==> src/verilog/lcc_params.svh <==
// constants of the block check accumulator
// Function
// - longitudinal 8-bit mode: bitwise sum over characters
// - each shift: lsb xor, into top, shift right
// - data applied serially, lsb first, before shift
// - 12-bit cyclic mode over 6-bit characters
// - quotient loads stage 11, taps 10,9,8,0
// - quotient settles first; shift captures xor results
// - international 16-bit cyclic mode, 8-bit characters
// - 16-bit cyclic mode, 8-bit characters
// - received check value appended gives all zeros
// - one 16-stage register, feedback chosen by mode
// - active stages equal the generator degree
// - new block starts from all zeros
// - zero-power term is the leftmost active bit
// - check register read-only; restore through data
// - step write gives one shift while character bits remain; clear wins
// - readable quotient: data lsb xor check lsb
// - clear zeroes check, sets done; reset too
`ifndef LCC_PARAMS_SVH
`define LCC_PARAMS_SVH

`define LCC_OFF_CSR       8'h00
`define LCC_OFF_CHECK     8'h04
`define LCC_OFF_DATA      8'h08

`define LCC_CSR_PERMIT    0
`define LCC_CSR_MODE_LO   1
`define LCC_CSR_MODE_HI   3
`define LCC_CSR_CLEAR     4
`define LCC_CSR_STEP      5
`define LCC_CSR_QUO       6
`define LCC_CSR_DONE      7

`define LCC_MODE_LRC8     3'h0
`define LCC_MODE_LRC16    3'h1
`define LCC_MODE_CRC12    3'h2
`define LCC_MODE_CRC16    3'h3
`define LCC_MODE_CCITT    3'h4

`define LCC_TAPS_LRC8     16'h0080
`define LCC_TAPS_LRC16    16'h8000
`define LCC_TAPS_CRC12    16'h0F01
`define LCC_TAPS_CRC16    16'hA001
`define LCC_TAPS_CCITT    16'h8408

`define LCC_WIDTH_8       16'h00FF
`define LCC_WIDTH_12      16'h0FFF
`define LCC_WIDTH_16      16'hFFFF

`define LCC_LEN_6         5'h06
`define LCC_LEN_8         5'h08
`define LCC_LEN_16        5'h10
`define LCC_LEN_LAST      5'h01
`define LCC_LEN_NONE      5'h00

`define LCC_CHECK_RST     16'h0000
`define LCC_DATA_RST      16'h0000
`define LCC_PERMIT_RST    1'h1
`define LCC_MODE_RST      3'h0
`define LCC_DONE_RST      1'h1
`define LCC_WORD_ZERO     32'h0000_0000

`endif

==> src/verilog/lcc_pkg.sv <==
// types shared by the block check accumulator
`include "lcc_params.svh"
package lcc_pkg;

   typedef enum logic [2:0] {
      LCC_LRC8  = `LCC_MODE_LRC8,
      LCC_LRC16 = `LCC_MODE_LRC16,
      LCC_CRC12 = `LCC_MODE_CRC12,
      LCC_CRC16 = `LCC_MODE_CRC16,
      LCC_CCITT = `LCC_MODE_CCITT
   } lcc_mode_t;

   typedef struct packed {
      logic [15:0] taps;
      logic [15:0] wmask;
   } lcc_fb_cfg_t;

   typedef struct packed {
      logic       permit;
      logic [2:0] mode;
   } lcc_ctrl_t;

   typedef enum logic {
      LCC_ST_IDLE,
      LCC_ST_RUN
   } lcc_state_t;

endpackage

==> src/verilog/lcc_feedback.sv <==
// feedback network of the check register
`timescale 1ns/100ps
`default_nettype none
module lcc_feedback (
   input  wire logic               [15:0] i_check,
   input  wire logic                      i_quotient,
   input  wire lcc_pkg::lcc_fb_cfg_t      i_cfg,
   output logic                    [15:0] o_next_check
);

   // per stage: shifted neighbour plus quotient tap
   genvar gi;
   generate
      for (gi = 0; gi < 16; gi = gi + 1) begin : g_stage
         if (gi == 15) begin : g_top
            assign o_next_check[gi] = i_quotient & i_cfg.taps[gi];
         end else begin : g_mid
            assign o_next_check[gi] = (i_check[gi+1] & i_cfg.wmask[gi])
                                    ^ (i_quotient & i_cfg.taps[gi]);
         end
      end
   endgenerate

endmodule
`default_nettype wire

==> src/verilog/lcc_top.sv <==
// block check accumulator with apb register slave
`timescale 1ns/100ps
`default_nettype none
`include "lcc_params.svh"
module lcc_top (
   input  wire logic        i_clk,
   input  wire logic        i_sys_rst,
   input  wire logic        i_psel,
   input  wire logic        i_penable,
   input  wire logic        i_pwrite,
   input  wire logic [7:0]  i_paddr,
   input  wire logic [31:0] i_pwdata,
   input  wire logic [3:0]  i_pstrb,
   output logic             o_pready,
   output logic [31:0]      o_prdata,
   output logic             o_pslverr
);

   // bus decode
   logic sel_csr;
   logic sel_check;
   logic sel_data;
   logic addr_ok;
   logic setup_phase;
   logic access_phase;
   logic rd_setup;
   logic wr_xfer;
   logic wr_csr;
   logic wr_data;
   logic clear_req;
   logic step_req;

   // control and status
   lcc_pkg::lcc_ctrl_t   ctrl;
   lcc_pkg::lcc_ctrl_t   next_ctrl;
   lcc_pkg::lcc_state_t  state;
   lcc_pkg::lcc_state_t  next_state;
   lcc_pkg::lcc_fb_cfg_t cfg;
   logic [4:0]           char_len;
   logic [4:0]           count;
   logic [4:0]           next_count;
   logic                 done;
   logic                 next_done;

   // datapath
   logic [15:0]          data;
   logic [15:0]          next_data;
   logic [15:0]          load_word;
   logic [15:0]          check;
   logic [15:0]          next_check;
   logic [15:0]          fb_check;
   logic                 quotient;
   logic                 shift_now;
   logic                 last_shift;
   logic                 run_active;
   logic [15:0]          next_wmask;

   // bus answer
   logic [31:0]          rd_word;
   logic [31:0]          csr_word;
   logic                 next_pready;
   logic [31:0]          next_prdata;
   logic                 next_pslverr;

   // address decode
   always_comb begin
      sel_csr   = (i_paddr == `LCC_OFF_CSR);
      sel_check = (i_paddr == `LCC_OFF_CHECK);
      sel_data  = (i_paddr == `LCC_OFF_DATA);
      addr_ok   = sel_csr | sel_check | sel_data;
   end

   // bus phases
   always_comb begin
      setup_phase  = i_psel & ~i_penable;
      access_phase = i_psel & i_penable;
      rd_setup     = setup_phase & ~i_pwrite;
   end

   // write strobes, taken at the access edge
   always_comb begin
      wr_xfer   = access_phase & o_pready & i_pwrite;
      wr_csr    = wr_xfer & sel_csr & i_pstrb[0];
      // check register has no write path
      wr_data   = wr_xfer & sel_data & (|i_pstrb[1:0]);
      clear_req = wr_csr & i_pwdata[`LCC_CSR_CLEAR];
      step_req  = wr_csr & i_pwdata[`LCC_CSR_STEP];
   end

   // mode selects taps, active width and character length
   always_comb begin
      unique case (ctrl.mode)
         `LCC_MODE_LRC8: begin
            cfg.taps  = `LCC_TAPS_LRC8;
            cfg.wmask = `LCC_WIDTH_8;
            char_len  = `LCC_LEN_8;
         end
         `LCC_MODE_LRC16: begin
            cfg.taps  = `LCC_TAPS_LRC16;
            cfg.wmask = `LCC_WIDTH_16;
            char_len  = `LCC_LEN_16;
         end
         `LCC_MODE_CRC12: begin
            cfg.taps  = `LCC_TAPS_CRC12;
            cfg.wmask = `LCC_WIDTH_12;
            char_len  = `LCC_LEN_6;
         end
         `LCC_MODE_CRC16: begin
            cfg.taps  = `LCC_TAPS_CRC16;
            cfg.wmask = `LCC_WIDTH_16;
            char_len  = `LCC_LEN_8;
         end
         `LCC_MODE_CCITT: begin
            cfg.taps  = `LCC_TAPS_CCITT;
            cfg.wmask = `LCC_WIDTH_16;
            char_len  = `LCC_LEN_8;
         end
         default: begin
            cfg.taps  = `LCC_TAPS_LRC16;
            cfg.wmask = `LCC_WIDTH_16;
            char_len  = `LCC_LEN_16;
         end
      endcase
   end

   // serial quotient
   always_comb begin
      quotient = data[0] ^ check[0];
   end

   // shift qualification
   always_comb begin
      run_active = (state == lcc_pkg::LCC_ST_RUN) && (count != `LCC_LEN_NONE);
      shift_now  = run_active && (ctrl.permit || step_req) && !clear_req;
      last_shift = shift_now && (count == `LCC_LEN_LAST);
   end

   // feedback network for the selected code
   lcc_feedback u_feedback (
      .i_check      (check),
      .i_quotient   (quotient),
      .i_cfg        (cfg),
      .o_next_check (fb_check)
   );

   // control register
   always_comb begin
      next_ctrl = ctrl;
      if (wr_csr) begin
         next_ctrl.permit = i_pwdata[`LCC_CSR_PERMIT];
         next_ctrl.mode   = i_pwdata[`LCC_CSR_MODE_HI:`LCC_CSR_MODE_LO];
      end
   end

   always_ff @(posedge i_clk or posedge i_sys_rst) begin
      if (i_sys_rst) begin
         ctrl.permit <= `LCC_PERMIT_RST;
         ctrl.mode   <= `LCC_MODE_RST;
      end else begin
         ctrl <= next_ctrl;
      end
   end

   // active width of the code chosen by the next control value
   always_comb begin
      unique case (next_ctrl.mode)
         `LCC_MODE_LRC8: begin
            next_wmask = `LCC_WIDTH_8;
         end
         `LCC_MODE_LRC16: begin
            next_wmask = `LCC_WIDTH_16;
         end
         `LCC_MODE_CRC12: begin
            next_wmask = `LCC_WIDTH_12;
         end
         `LCC_MODE_CRC16: begin
            next_wmask = `LCC_WIDTH_16;
         end
         `LCC_MODE_CCITT: begin
            next_wmask = `LCC_WIDTH_16;
         end
         default: begin
            next_wmask = `LCC_WIDTH_16;
         end
      endcase
   end

   // sequencer: one shift per character bit
   always_comb begin
      next_state = state;
      next_count = count;
      unique case (state)
         lcc_pkg::LCC_ST_IDLE: begin
            if (wr_data) begin
               next_state = lcc_pkg::LCC_ST_RUN;
               next_count = char_len;
            end
         end
         lcc_pkg::LCC_ST_RUN: begin
            if (clear_req) begin
               next_state = lcc_pkg::LCC_ST_IDLE;
               next_count = `LCC_LEN_NONE;
            end else if (wr_data) begin
               next_count = char_len;
            end else if (last_shift) begin
               next_state = lcc_pkg::LCC_ST_IDLE;
               next_count = `LCC_LEN_NONE;
            end else if (shift_now) begin
               next_count = count - `LCC_LEN_LAST;
            end
         end
      endcase
   end

   always_ff @(posedge i_clk or posedge i_sys_rst) begin
      if (i_sys_rst) begin
         state <= lcc_pkg::LCC_ST_IDLE;
         count <= `LCC_LEN_NONE;
      end else begin
         state <= next_state;
         count <= next_count;
      end
   end

   // completion flag
   always_comb begin
      next_done = done;
      if (wr_data) begin
         next_done = 1'b0;
      end
      if (last_shift && !wr_data) begin
         next_done = 1'b1;
      end
      if (clear_req) begin
         next_done = 1'b1;
      end
   end

   always_ff @(posedge i_clk or posedge i_sys_rst) begin
      if (i_sys_rst) begin
         done <= `LCC_DONE_RST;
      end else begin
         done <= next_done;
      end
   end

   // byte lanes merged into the data register
   always_comb begin
      load_word = data;
      if (i_pstrb[0]) begin
         load_word[7:0] = i_pwdata[7:0];
      end
      if (i_pstrb[1]) begin
         load_word[15:8] = i_pwdata[15:8];
      end
   end

   // data register: parallel load, then shift right
   always_comb begin
      next_data = data;
      if (wr_data) begin
         next_data = load_word;
      end else if (shift_now) begin
         next_data = {1'b0, data[15:1]};
      end
   end

   always_ff @(posedge i_clk or posedge i_sys_rst) begin
      if (i_sys_rst) begin
         data <= `LCC_DATA_RST;
      end else begin
         data <= next_data;
      end
   end

   // check register
   always_comb begin
      next_check = check;
      if (clear_req) begin
         next_check = `LCC_CHECK_RST;
      end else if (shift_now) begin
         next_check = fb_check;
      end
      // a narrower code keeps its upper stages at zero
      next_check = next_check & next_wmask;
   end

   always_ff @(posedge i_clk or posedge i_sys_rst) begin
      if (i_sys_rst) begin
         check <= `LCC_CHECK_RST;
      end else begin
         check <= next_check;
      end
   end

   // control word as read back; strobes read as zero
   always_comb begin
      csr_word                                     = `LCC_WORD_ZERO;
      csr_word[`LCC_CSR_PERMIT]                    = ctrl.permit;
      csr_word[`LCC_CSR_MODE_HI:`LCC_CSR_MODE_LO] = ctrl.mode;
      csr_word[`LCC_CSR_CLEAR]                     = 1'b0;
      csr_word[`LCC_CSR_STEP]                      = 1'b0;
      csr_word[`LCC_CSR_QUO]                       = quotient;
      csr_word[`LCC_CSR_DONE]                      = done;
   end

   // read multiplexer
   always_comb begin
      rd_word = `LCC_WORD_ZERO;
      if (sel_csr) begin
         rd_word = csr_word;
      end else if (sel_check) begin
         rd_word[15:0] = check;
      end else if (sel_data) begin
         rd_word[15:0] = data;
      end
   end

   // apb answer: one access cycle, no wait states
   always_comb begin
      next_pready  = setup_phase;
      next_pslverr = setup_phase & ~addr_ok;
   end

   // read data captured at the setup edge
   always_comb begin
      next_prdata = `LCC_WORD_ZERO;
      if (rd_setup) begin
         next_prdata = rd_word;
      end
   end

   always_ff @(posedge i_clk or posedge i_sys_rst) begin
      if (i_sys_rst) begin
         o_pready  <= 1'b0;
         o_pslverr <= 1'b0;
         o_prdata  <= `LCC_WORD_ZERO;
      end else begin
         o_pready  <= next_pready;
         o_pslverr <= next_pslverr;
         o_prdata  <= next_prdata;
      end
   end

endmodule
`default_nettype wire

==> config.mk <==
export PLATFORM = sky130hd
export DESIGN_NAME = lcc_top
export DESIGN_NICKNAME = d
export VERILOG_FILES = /design/src/verilog/lcc_pkg.sv /design/src/verilog/lcc_feedback.sv /design/src/verilog/lcc_top.sv
export VERILOG_INCLUDE_DIRS = /design/src /design/src/verilog
export SDC_FILE = /design/constraint.sdc
export NUM_CORES = 1
export LEC_CHECK = 0
export ABC_AREA = 0
export BUFFER_PORTS_ARGS = -buffer_cell sky130_fd_sc_hd__buf_2
export CORE_ASPECT_RATIO = 1.2
export CORE_MARGIN = 1
export CORE_UTILIZATION = 58
export DETAILED_ROUTE_END_ITERATION = 6
export GPL_ROUTABILITY_DRIVEN = 0
export MAX_ROUTING_LAYER = met4
export PLACE_DENSITY_LB_ADDON = 0.05
export SLEW_MARGIN = 20
export SYNTH_ARGS = -nofsm -noshare
export SYNTH_HDL_FRONTEND = slang
export SYNTH_SLANG_ARGS = --single-unit
==> constraint.sdc <==
create_clock -name i_clk -period 4.25 [get_ports i_clk]
set_input_delay 0.425 -clock i_clk [delete_from_list [all_inputs] [get_ports i_clk]]
set_output_delay 0.425 -clock i_clk [all_outputs]
set_load 0.05 [all_outputs]
==> impl_metrics.env <==
export IMPL_crit_path_start_kind="flop"
export IMPL_seq_area_frac_synth_pct=44.5
export IMPL_finalSetupViolCount=0
export IMPL_synth_edf_count=0
export IMPL_wl_per_cell_um=17.1
export IMPL_grt_pass1_vias=2605
export IMPL_critPathKind="flop to flop"
export IMPL_cts_setup_buffers=0
export IMPL_cts_tree="done"
export IMPL_htree_levels=3
export IMPL_fp_dieH_um=86.3
export IMPL_maxSlewHeadroom_pct=36.4
export IMPL_area_growth_pct=11.5
export IMPL_grt_use_met2_pct=46.5
export IMPL_ys_seq_elements=61
export IMPL_arrival_ns=2.72
export IMPL_switchingPower_w=0.000349
export IMPL_crit_slowest_cell="nor2_2"
export IMPL_core_sq_um=5670
export IMPL_netlist_area_sq_um=3430
export IMPL_synth_xor_area_share_pct=1.53
export IMPL_antenna_found_initial=0
export IMPL_antenna_cells=0
export IMPL_drc=0
export IMPL_grt_max_degree=62
export IMPL_status="finished clean"
export IMPL_drv_cap=0
export IMPL_synthFlopType="dfrtp_1"
export IMPL_io_buffer_count=48
export IMPL_cts_hold_buf=0
export IMPL_avgSynthCellArea_sq_um=9.75
export IMPL_clk_pin_slew_ns=0.07
export IMPL_critPathMaxFanout=22
export IMPL_p_int_w=0.000883
export IMPL_drt_first_iter_violations=214
export IMPL_final_cell_mix="59 x dfrtp_1, 48 x buf_2, 40 x nor2_1, 37 x nand2_1, 29 x a21oi_1"
export IMPL_wirelength_um=8260
export IMPL_synth_compound_area_share_pct=16.5
export IMPL_via_per_inst=5.88
export IMPL_dieArea_sq_um=6230
export IMPL_clock_sinks=61
export IMPL_cts_buffers=9
export IMPL_die_w_um=72.2
export IMPL_ant_nets=0
export IMPL_peakVddDrop_mv=0.217
export IMPL_power_density_nw_per_um2=322
export IMPL_nets=449
export IMPL_power_frac_comb_pct=10.9
export IMPL_crit_path_cell_trace="and4_1 > nand4_1 > nor2_2 > mux2_1 > mux2_4"
export IMPL_hold_path_class="input port to asynchronous set/reset pin"
export IMPL_synthAdderAreaFrac_pct=1.38
export IMPL_cp_top_family="simple AND/OR/NAND/NOR gates"
export IMPL_num_vias=2834
export IMPL_final_hold_viol_count=0
export IMPL_grt_overflow_total=0
export IMPL_insertion_delay_ns=0.35
export IMPL_synthMuxAreaShare_pct=9.91
export IMPL_synth_cells=352
export IMPL_drtPass1Iterations=5
export IMPL_rsz0062_at_grt="no"
export IMPL_finish_utilization_pct=67.5
export IMPL_max_slew_worst_pin_slew_ns=0.948
export IMPL_setup_worst_path_end_class="flop"
export IMPL_fin_crit_sh_pct=58.5
export IMPL_start_util_pct=60.6
export IMPL_ys_types=58
export IMPL_dpl_hpwl_um=5740
export IMPL_layout_drive_gt1_share_pct=21.6
export IMPL_period_minus_slack_ns=2.49
export IMPL_max_freq_mhz=402
export IMPL_p_sw_share_pct=28.3
export IMPL_rows=30
export IMPL_critical_path_max_stage_delay_ns=0.78
export IMPL_grt_pass1_wl_um=13400
export IMPL_grt_util_all_layers_pct=29.7
export IMPL_grtUsageMet1_pct=38.6
export IMPL_critPathBufInv=0
export IMPL_yosysWarnings=0
export IMPL_yosys_area_share_simple_pct=19.4
export IMPL_setup_tns_ns=0
export IMPL_synth_top_family_by_area="simple AND/OR/NAND/NOR gates"
export IMPL_p_seq_share_pct=50.2
export IMPL_dp_cells=466
export IMPL_cts_buffer_depth=2
export IMPL_p_leak_nw=1.75
export IMPL_dp_slack_ns=1.46
export IMPL_final_cells=482
export IMPL_synthArstFlopShare_pct=100
export IMPL_setup_slack_ns=1.76
export IMPL_crit_required_ns=4.49
export IMPL_io_pins=83
export IMPL_fin_worst_skew_ns=0.00729
export IMPL_grt_use_met3_pct=5.35
export IMPL_post_cts_resized=0
export IMPL_slew_violations=0
export IMPL_clockPowerShare_pct=38.8
export IMPL_final_common_cell="dfrtp_1"
export IMPL_busiest_layer="met2"
export IMPL_root_buffer="clkbuf_8"
export IMPL_finalPower_w=0.00123
==> tightest hold or removal path, stage by stage <==
cell	delay [ns]
buf_2	0.10
inv_2	0.03
buf_4	0.58
==> per-layer routing <==
| metal | wire length, um | up-vias |
|---|---|---|
| met1 | 3590 | 1385 |
| li1 | - | 1321 |
| met4 | 165 | 0 |
| met3 | 378 | 19 |
| met5 | 0 | - |
| met2 | 4120 | 109 |
==> power by group through the flow <==
stage	logic, W	registers, W	clock network, W
2_1_floorplan	0.000106	0.000626	0
3_3_place_gp	0.000132	0.000629	0
3_5_place_dp	0.000134	0.000630	0
4_1_cts	0.000135	0.000619	0.000481
5_1_grt	0.000148	0.000622	0.000504
6_report	0.000135	0.000619	0.000478
==> path summary, 6_finish.rpt <==
| path | slack (ns) | cells past startpoint | startpoint | to |
|---|---|---|---|---|
| max | 1.76 | 5 | o_pready | data[4] |
| min | 0.29 | 3 | i_sys_rst | o_prdata[2] |
| max reg2reg | 1.76 | 5 | o_pready | data[4] |
| min reg2reg | 0.54 | 1 | data[3] | data[3] |
| max in group asynchronous | 3.47 | 3 | i_sys_rst | data[15] |
| min in group i_clk | 0.31 | 3 | i_pwdata[0] | csr_word[0] |
==> cell type report <==
cell class / instances / area, sq um
multi-input combinational: 266 / 1730
inverter: 10 / 37.5
timing repair buffer: 49 / 248
fill: 463 / 1840
clock inverter: 3 / 20.0
tap: 80 / 100
clock buffer: 13 / 159
sequential: 61 / 1530
==> through the flow <==
stage | hold WS, ns | cell area, sq um
finish | 0.286 | 3830
global route | 0.325 | 3830
CTS | 0.293 | 3830
detailed placement | 0.529 | 3650
global placement | 0.523 | 3650
floorplan | 0.491 | 3490
==> cell usage after synthesis, drive strengths merged (2+ instances only) <==
library cell	instances	area [sq um]
a211oi	6	50.1
a21oi	30	154
a22oi	11	82.6
and2	3	18.8
and3	4	25.0
and4	3	26.3
buf	24	166
clkbuf	6	22.5
dfrtp	59	1480
dfstp	2	52.6
ha	3	37.5
inv	10	37.5
mux2	19	240
mux2i	10	100
nand2	38	145
nand2b	5	31.3
nand3	9	50.1
nand4	5	31.3
nor2	41	156
nor2b	2	12.5
nor3	5	25.0
nor4	2	33.8
nor4bb	2	20.0
o211ai	5	37.5
o21ai	11	58.8
o221a	7	78.8
or2	2	12.5
or3	7	43.8
xnor2	5	43.8
==> cells by family (layout without fill, tap and decap cells) <==
group,count (synthesis),after routing
and+or+nand+nor,132,132
AOI/OAI and AO/OA,79,79
DFF,61,61
buffers and inverters,40,75
muxes,29,29
xor gates and xnor gates,6,6
adders and majority gates,4,4
other,1,16
==> registers in the layout (all words and copies together), names as in the netlist <==
signal and count:
check 16, data 16, o_prdata 16, count 5, csr_word 4, done 1
o_pready 1, o_pslverr 1, state 1
No activity file was read; power rests on OpenSTA's default activity.
